<file path="src/rtl/arf_map.svh">
// constants for the alu result forwarding path
`ifndef ARF_MAP_SVH
`define ARF_MAP_SVH
`define ARF_MCK_ALU1_BIT 0
`define ARF_MCK_ALU2_BIT 1
`define ARF_WORD_RST 32'h0000_0000
`define ARF_MASK_RST 4'h0
`define ARF_STAT_RST 8'h00
`define ARF_ADDR_RST 8'h00
`define ARF_MCK_RST 2'h0
`define ARF_ERR_RST 4'h0
`endif

</file>
<file path="src/rtl/arf_pkg.sv">
// types for the alu result forwarding path
package arf_pkg;
   typedef enum logic [1:0] {
      ARF_OP_BYTE,
      ARF_OP_WORD_P1,
      ARF_OP_WORD_P2,
      ARF_OP_NONE
   } arf_op_t;
endpackage : arf_pkg

</file>
<file path="src/rtl/arf_byte_merge.sv">
// per-byte merge of forwarded result over local-storage data
`timescale 1ns/1ps
module arf_byte_merge (
   // select and data
   input wire logic [3:0] sel,
   input wire logic [31:0] fwd,
   input wire logic [31:0] ls,
   output logic [31:0] merged
);
   genvar i;
   generate
      for (i = 0; i < 4; i++) begin : g_byte
         assign merged[8*i +: 8] = sel[i] ? fwd[8*i +: 8] : ls[8*i +: 8];
      end
   endgenerate
endmodule : arf_byte_merge

</file>
<file path="src/rtl/arf_result_path.sv">
// alu result register, fast paths, destination and bypass
`timescale 1ns/1ps
`include "arf_map.svh"
module arf_result_path (
   // clock and reset
   input wire logic clk,
   input wire logic rst,
   // control word strobe and op
   input wire logic cw_step,
   input wire arf_pkg::arf_op_t op,
   input wire logic decimal_op,
   input wire logic [1:0] byte_sel,
   // alu entry check inputs
   input wire logic [7:0] half_sum1,
   input wire logic [7:0] half_sum2,
   input wire logic [1:0] par1,
   input wire logic [1:0] par2,
   // alu results
   input wire logic [7:0] alu1_res,
   input wire logic [7:0] alu2_res,
   // status test request
   input wire logic test_en,
   input wire logic [7:0] test_mask,
   input wire logic test_set,
   // destination kind of this word
   input wire logic dest_fast,
   input wire logic [1:0] fast_sel,
   input wire logic dest_ls,
   input wire logic [7:0] dest_addr,
   // next word source addresses
   input wire logic [7:0] src_a_addr,
   input wire logic src_a_ls,
   input wire logic [7:0] src_b_addr,
   input wire logic src_b_ls,
   input wire logic [31:0] ls_a_data,
   input wire logic [31:0] ls_b_data,
   // outputs
   output logic [31:0] result_r,
   output logic [3:0] altered_r,
   output logic [7:0] status_r,
   output logic [31:0] fast_reg_r [3],
   output logic [31:0] opnd_a,
   output logic [31:0] opnd_b,
   output logic [31:0] dest_r,
   output logic [3:0] dest_mask_r,
   output logic dest_to_ls_r,
   output logic [7:0] dest_addr_r,
   output logic [1:0] mck_alu_r,
   output logic [3:0] entry_err_r
);
   logic pend_ls_r;
   logic [7:0] pend_addr_r;
   logic err1;
   logic err2;
   logic [31:0] res_nxt;
   logic [3:0] alt_nxt;
   logic [3:0] fwd_a_sel;
   logic [3:0] fwd_b_sel;
   logic [1:0] pass_ix;

   // odd count of half-sums must match the two parity bits' odd sum
   function automatic logic hs_err(input logic [7:0] hs,
                                   input logic [1:0] p);
      hs_err = (^hs) != (p[0] ^ p[1]);
   endfunction : hs_err

   assign err1 = cw_step && op != arf_pkg::ARF_OP_NONE && !decimal_op
      && hs_err(half_sum1, par1);
   assign err2 = cw_step && op != arf_pkg::ARF_OP_NONE
      && hs_err(half_sum2, par2);
   assign pass_ix = (op == arf_pkg::ARF_OP_WORD_P2) ? 2'h2 : 2'h0;

   // latch bits: [0] alu1 p1, [1] alu2 p1, [2] alu1 p2, [3] alu2 p2
   always_ff @(posedge clk or posedge rst) begin
      if (rst) begin
         entry_err_r <= `ARF_ERR_RST;
      end else if (cw_step) begin
         entry_err_r[pass_ix] <= err1;
         entry_err_r[pass_ix + 2'h1] <= err2;
      end
   end

   // sticky: only reset clears
   always_ff @(posedge clk or posedge rst) begin
      if (rst) begin
         mck_alu_r <= `ARF_MCK_RST;
      end else begin
         if (err1) mck_alu_r[`ARF_MCK_ALU1_BIT] <= 1'b1;
         if (err2) mck_alu_r[`ARF_MCK_ALU2_BIT] <= 1'b1;
      end
   end

   always_comb begin
      res_nxt = result_r;
      alt_nxt = 4'h0;
      unique case (op)
         arf_pkg::ARF_OP_BYTE: begin
            res_nxt = {4{alu2_res}};
            alt_nxt = 4'h1 << byte_sel;
         end
         arf_pkg::ARF_OP_WORD_P1: begin
            res_nxt = {alu2_res, alu1_res, alu2_res, alu1_res};
            alt_nxt = 4'hF;
         end
         arf_pkg::ARF_OP_WORD_P2: begin
            res_nxt = {result_r[31:16], alu2_res, alu1_res};
            alt_nxt = 4'hF;
         end
         arf_pkg::ARF_OP_NONE: begin
            res_nxt = result_r;
            alt_nxt = 4'h0;
         end
      endcase
   end

   // byte numbering: byte 0 in bits 7:0
   always_ff @(posedge clk or posedge rst) begin
      if (rst) begin
         result_r <= `ARF_WORD_RST;
         altered_r <= `ARF_MASK_RST;
      end else if (cw_step) begin
         result_r <= res_nxt;
         altered_r <= alt_nxt;
      end
   end

   // fast externals see the result at once, usable by the next word
   always_ff @(posedge clk or posedge rst) begin
      if (rst) begin
         status_r <= `ARF_STAT_RST;
         for (int i = 0; i < 3; i++) fast_reg_r[i] <= `ARF_WORD_RST;
      end else if (cw_step) begin
         if (dest_fast && fast_sel == 2'h0)
            status_r <= res_nxt[7:0];
         else if (dest_fast)
            fast_reg_r[fast_sel - 2'h1] <= res_nxt;
         if (test_en && test_set && res_nxt != 32'h0)
            status_r <= status_r | test_mask;
         else if (test_en && res_nxt == 32'h0)
            status_r <= status_r & ~test_mask;
      end
   end

   // slow destinations written one cycle later; no bypass for externals
   always_ff @(posedge clk or posedge rst) begin
      if (rst) begin
         dest_r <= `ARF_WORD_RST;
         dest_mask_r <= `ARF_MASK_RST;
         dest_to_ls_r <= 1'b0;
         dest_addr_r <= `ARF_ADDR_RST;
         pend_ls_r <= 1'b0;
         pend_addr_r <= `ARF_ADDR_RST;
      end else if (cw_step) begin
         dest_r <= result_r;
         dest_mask_r <= pend_ls_r ? altered_r : 4'h0;
         dest_to_ls_r <= pend_ls_r;
         dest_addr_r <= pend_addr_r;
         pend_ls_r <= dest_ls && !dest_fast && op != arf_pkg::ARF_OP_NONE;
         pend_addr_r <= dest_addr;
      end
   end

   assign fwd_a_sel = (src_a_ls && pend_ls_r && src_a_addr == pend_addr_r)
      ? altered_r : 4'h0;
   assign fwd_b_sel = (src_b_ls && pend_ls_r && src_b_addr == pend_addr_r)
      ? altered_r : 4'h0;

   arf_byte_merge u_merge_a (
      .sel(fwd_a_sel),
      .fwd(result_r),
      .ls(ls_a_data),
      .merged(opnd_a)
   );
   arf_byte_merge u_merge_b (
      .sel(fwd_b_sel),
      .fwd(result_r),
      .ls(ls_b_data),
      .merged(opnd_b)
   );

   mck_sticky_a: assert property (
      @(posedge clk) disable iff (rst) err1 |=> mck_alu_r[0])
      else $error("alu1 check not set");
   byte_repl_a: assert property (
      @(posedge clk) disable iff (rst)
      cw_step && op == arf_pkg::ARF_OP_BYTE |=>
      result_r == {4{result_r[7:0]}}) else $error("byte not replicated");
   dest_follow_a: assert property (
      @(posedge clk) disable iff (rst)
      cw_step |=> dest_r == $past(result_r)) else $error("dest stale");
   fwd_byte_a: assert property (
      @(posedge clk) disable iff (rst)
      fwd_a_sel == 4'h0 |-> opnd_a == ls_a_data)
      else $error("unexpected forward");
   dec_block_a: assert property (
      @(posedge clk) disable iff (rst) decimal_op |-> !err1)
      else $error("decimal check not blocked");
   alt_mask_a: assert property (
      @(posedge clk) disable iff (rst)
      cw_step && op == arf_pkg::ARF_OP_WORD_P1 |=> altered_r == 4'hF)
      else $error("mask wrong");
   fast_path_a: assert property (
      @(posedge clk) disable iff (rst)
      cw_step && dest_fast && fast_sel == 2'h1 |=>
      fast_reg_r[0] == result_r) else $error("fast path late");
   word_p2_a: assert property (
      @(posedge clk) disable iff (rst)
      cw_step && op == arf_pkg::ARF_OP_WORD_P2 |=>
      result_r[31:16] == $past(result_r[31:16]))
      else $error("upper bytes changed");
   // first-pass latch of the first alu must stay clear in decimal ops
   dec_latch_a: assert property (
      @(posedge clk) disable iff (rst)
      cw_step && decimal_op && op != arf_pkg::ARF_OP_WORD_P2 |=>
      !entry_err_r[0]) else $error("decimal latch set");
   fwd_full_a: assert property (
      @(posedge clk) disable iff (rst)
      src_a_ls && pend_ls_r && src_a_addr == pend_addr_r &&
      altered_r == 4'hF |-> opnd_a == result_r)
      else $error("forward missed");
endmodule : arf_result_path

</file>
<file path="config.mk">
export PLATFORM = sky130hd
export DESIGN_NAME = arf_result_path
export DESIGN_NICKNAME = d
export VERILOG_FILES = /design/src/rtl/arf_pkg.sv /design/src/rtl/arf_byte_merge.sv /design/src/rtl/arf_result_path.sv
export VERILOG_INCLUDE_DIRS = /design/src /design/src/rtl
export SDC_FILE = /design/constraint.sdc
export NUM_CORES = 1
export LEC_CHECK = 0
export BUFFER_PORTS_ARGS = -buffer_cell sky130_fd_sc_hd__buf_2
export CAP_MARGIN = 20
export CELL_PAD_IN_SITES_DETAIL_PLACEMENT = 0
export CELL_PAD_IN_SITES_GLOBAL_PLACEMENT = 1
export CORE_MARGIN = 2
export CORE_UTILIZATION = 37
export CTS_BUF_LIST = sky130_fd_sc_hd__clkbuf_4 sky130_fd_sc_hd__clkbuf_8
export DETAILED_ROUTE_END_ITERATION = 8
export HOLD_SLACK_MARGIN = 0.03
export PLACE_DENSITY = 0.91
export SYNTH_ARGS = -nofsm -noshare
export SYNTH_HDL_FRONTEND = slang
export SYNTH_SLANG_ARGS = --single-unit
</file>
<file path="constraint.sdc">
create_clock -name clk -period 8.4 [get_ports clk]
set_clock_uncertainty 0.2 [all_clocks]
set_input_delay 1.26 -clock clk [delete_from_list [all_inputs] [get_ports clk]]
set_output_delay 1.26 -clock clk [all_outputs]
set_load 0.02 [all_outputs]
</file>
==> impl_metrics.json <==
{
  "ir_worst_vdd_v": 0.000111,
  "synthCells": 902,
  "fin_crit_sh_pct": 62.1,
  "drv_cap": 0,
  "fin_nets": 1430,
  "yosysTopAreaCellShare_pct": 52.8,
  "yosysMostFrequentCell": "dfrtp_1",
  "dp.cells": 1586,
  "wire_per_inst_um": 19.2,
  "viasPerCell": 5.05,
  "core_area_um2": 25200,
  "r2r_start": "result_r[17]",
  "synth-seq-cells": 200,
  "yosysUniqueCellTypes": 50,
  "finalHoldViolations": 0,
  "critical_path.startpoint_type": "primary input",
  "hpwlAfterDp_mm": 23.7,
  "syn-num-nets": 1055,
  "drtIter0Drc": 575,
  "worstSkewPairLatency_ns": 0.48,
  "place.gp.congestion": 0.853,
  "ios": 403,
  "die_height_um": 164,
  "synth-edff-count": 0,
  "async_reset_ff_share_pct": 100,
  "setup_viol": 0,
  "die_area_um2": 26900,
  "rsz0062_at_grt": "no",
  "synth.area.top_cells": "dfrtp_1 (53%), mux2_1 (6.4%), nand2_1 (5.8%)",
  "final_antenna_net_count": 0,
  "drc_errors": 0,
  "grt_pass1_wl_mm": 46.6,
  "drt-total-wl_mm": 31.2,
  "fmax_ghz": 0.192,
  "postLayoutCoreUtil_pct": 48.4,
  "path_max_fanout": 8,
  "synth_top_cell_by_area": "dfrtp_1",
  "ctsRootBufferMaster": "clkbuf_8",
  "numClockSinks": 200,
  "clk_pin_slew_ns": 0.09,
  "status": "complete, no violations",
  "crit_path_end_kind": "primary output",
  "stdcell_count": 1621,
  "grt_overflow_total": 0,
  "grt_pass1_vias": 7922,
  "synthTopCellsByCount": "dfrtp_1 (200), nand2_1 (146), o21ai_0 (104), mux2_1 (54), mux2_2 (45)",
  "drv_slew": 0,
  "fin_area_um2": 12200,
  "relSlewSlack_pct": 40.7,
  "regArea_um2": 5000,
  "synth_ff_type": "dfrtp_1",
  "fin_tns_setup_ns": 0,
  "arrival_ns": 3.76,
  "htree_levels": 4,
  "placed_area_um2": 11700,
  "postCtsHoldBufs": 0,
  "hold_start": "mck_alu_r[1]",
  "cts_buffers": 17,
  "num_vias": 8192,
  "syn_area_um2": 9470,
  "tightest_slew_ns": 0.888,
  "syn_to_final_growth_pct": 28.5,
  "row_count": 58,
  "holdCritPathClass": "register to register",
  "drive_gt1_share_pct": 40.5,
  "p_per_area_nw_per_um2": 223,
  "cts_setup_buffers": 0,
  "cts_tree": "built",
  "crit_path_start": "src_a_addr[7]",
  "power.leakage_nw": 6.06,
  "multi_input_area_um2": 4090,
  "synth-warning-count": 0,
  "hold_ws_ns": 0.271,
  "n_fill_cell": 2360,
  "ctsResizeCount": 0,
  "critPathRequiredTime_ns": 6.94,
  "grt_max_degree": 120,
  "min_period_ns": 5.22,
  "drt-pass1-iter-count": 5,
  "syn_avg_cell_area_um2": 10.5,
  "path_class": "primary input to primary output",
  "port-buffer-count": 402,
  "clk_path_buf_depth": 2,
  "die_w_um": 164,
  "grt_usage_pct": 23.1,
  "antenna_found_initial": 3,
  "synth-seq-area-share_pct": 52.8,
  "start_util_pct": 37.6
}
through the flow:
step	power [mW]	setup slack, ns
2_1_floorplan	1.73	1.49
3_3_place_gp	2.05	3.35
5_1_grt	2.86	3.05
3_5_place_dp	2.07	3.17
6_report	2.71	3.18
4_1_cts	2.73	3.17
cell usage in the layout, fill, tap and decap left out, types with 18 or more instances in the layout:
master / count
o21ai_0: 104
nand2_1: 146
mux2_2: 45
a21oi_1: 33
mux2_1: 54
nor2_1: 34
o21ai_1: 41
buf_2: 401
xnor2_1: 18
inv_1: 31
dfrtp_1: 200
layout make-up:
| cell class | instances | share of cell area (%) |
|---|---|---|
| flip-flops and latches | 200 | 41.1 |
| multi-input cells | 616 | 33.5 |
| repair buffers | 410 | 17.4 |
| well taps | 330 | 3.39 |
| clock buffers | 17 | 1.92 |
| clock inverters | 15 | 1.60 |
| inverters | 32 | 1.05 |
| diodes | 1 | 0.0206 |
critical path, cell delays in order:
cell,delay (ns)
buf_2,0.10
xor2_1,0.13
nor4_1,0.30
nand4_1,0.12
nor4_1,0.65
nand2_1,0.55
mux2_1,0.47
buf_2,0.16
flip-flops by register name (all words and copies together) (netlist names), 8 cells and up:
register	cells
dest_addr_r	8
dest_r	32
fast_reg_r	96
pend_addr_r	8
result_r	32
status_r	8
kinds of logic (layout without fill, tap and decap cells):
logic type / Yosys count / count (layout) / synth area share, %
multiplexers: 99 / 99 / 11.8
flip-flops: 200 / 200 / 52.8
AND/OR/NAND/NOR: 245 / 245 / 12.2
other: 0 / 1 / 0
buffers and inverters: 86 / 474 / 4.05
XOR/XNOR: 34 / 34 / 3.14
adder cells (fa/ha/maj): 5 / 5 / 0.660
AO/OA/AOI/OAI: 233 / 233 / 15.4
layer usage:
metal / track usage (%) / part of all wire [%] / vias up
met4: 5.46 / 1.3 / 4
li1: - / - / 3904
met2: 38.7 / 49 / 276
met3: 4.47 / 5.2 / 24
met5: 0 / 0.090 / -
met1: 30.9 / 44 / 3984
final timing paths:
| path | slack, ns | to | cells past startpoint |
|---|---|---|---|
| min | 0.27 | mck_alu_r[1] | 1 |
| min reg2reg | 0.27 | mck_alu_r[1] | 1 |
| min in group asynchronous | 0.73 | fast_reg_r[34] | 2 |
| max | 3.18 | opnd_a[21] | 8 |
| max reg2reg | 5.53 | status_r[2] | 7 |
| max in group asynchronous | 6.00 | result_r[9] | 4 |
where the power goes:
part	internal (mW)	leakage (nW)	switching [mW]
Clock	0.260	0.213	0.404
Combinational	0.279	3.37	0.511
Sequential	1.12	2.47	0.132
Total	1.66	6.06	1.05
Note: power is estimated with default switching activity, not from simulation.
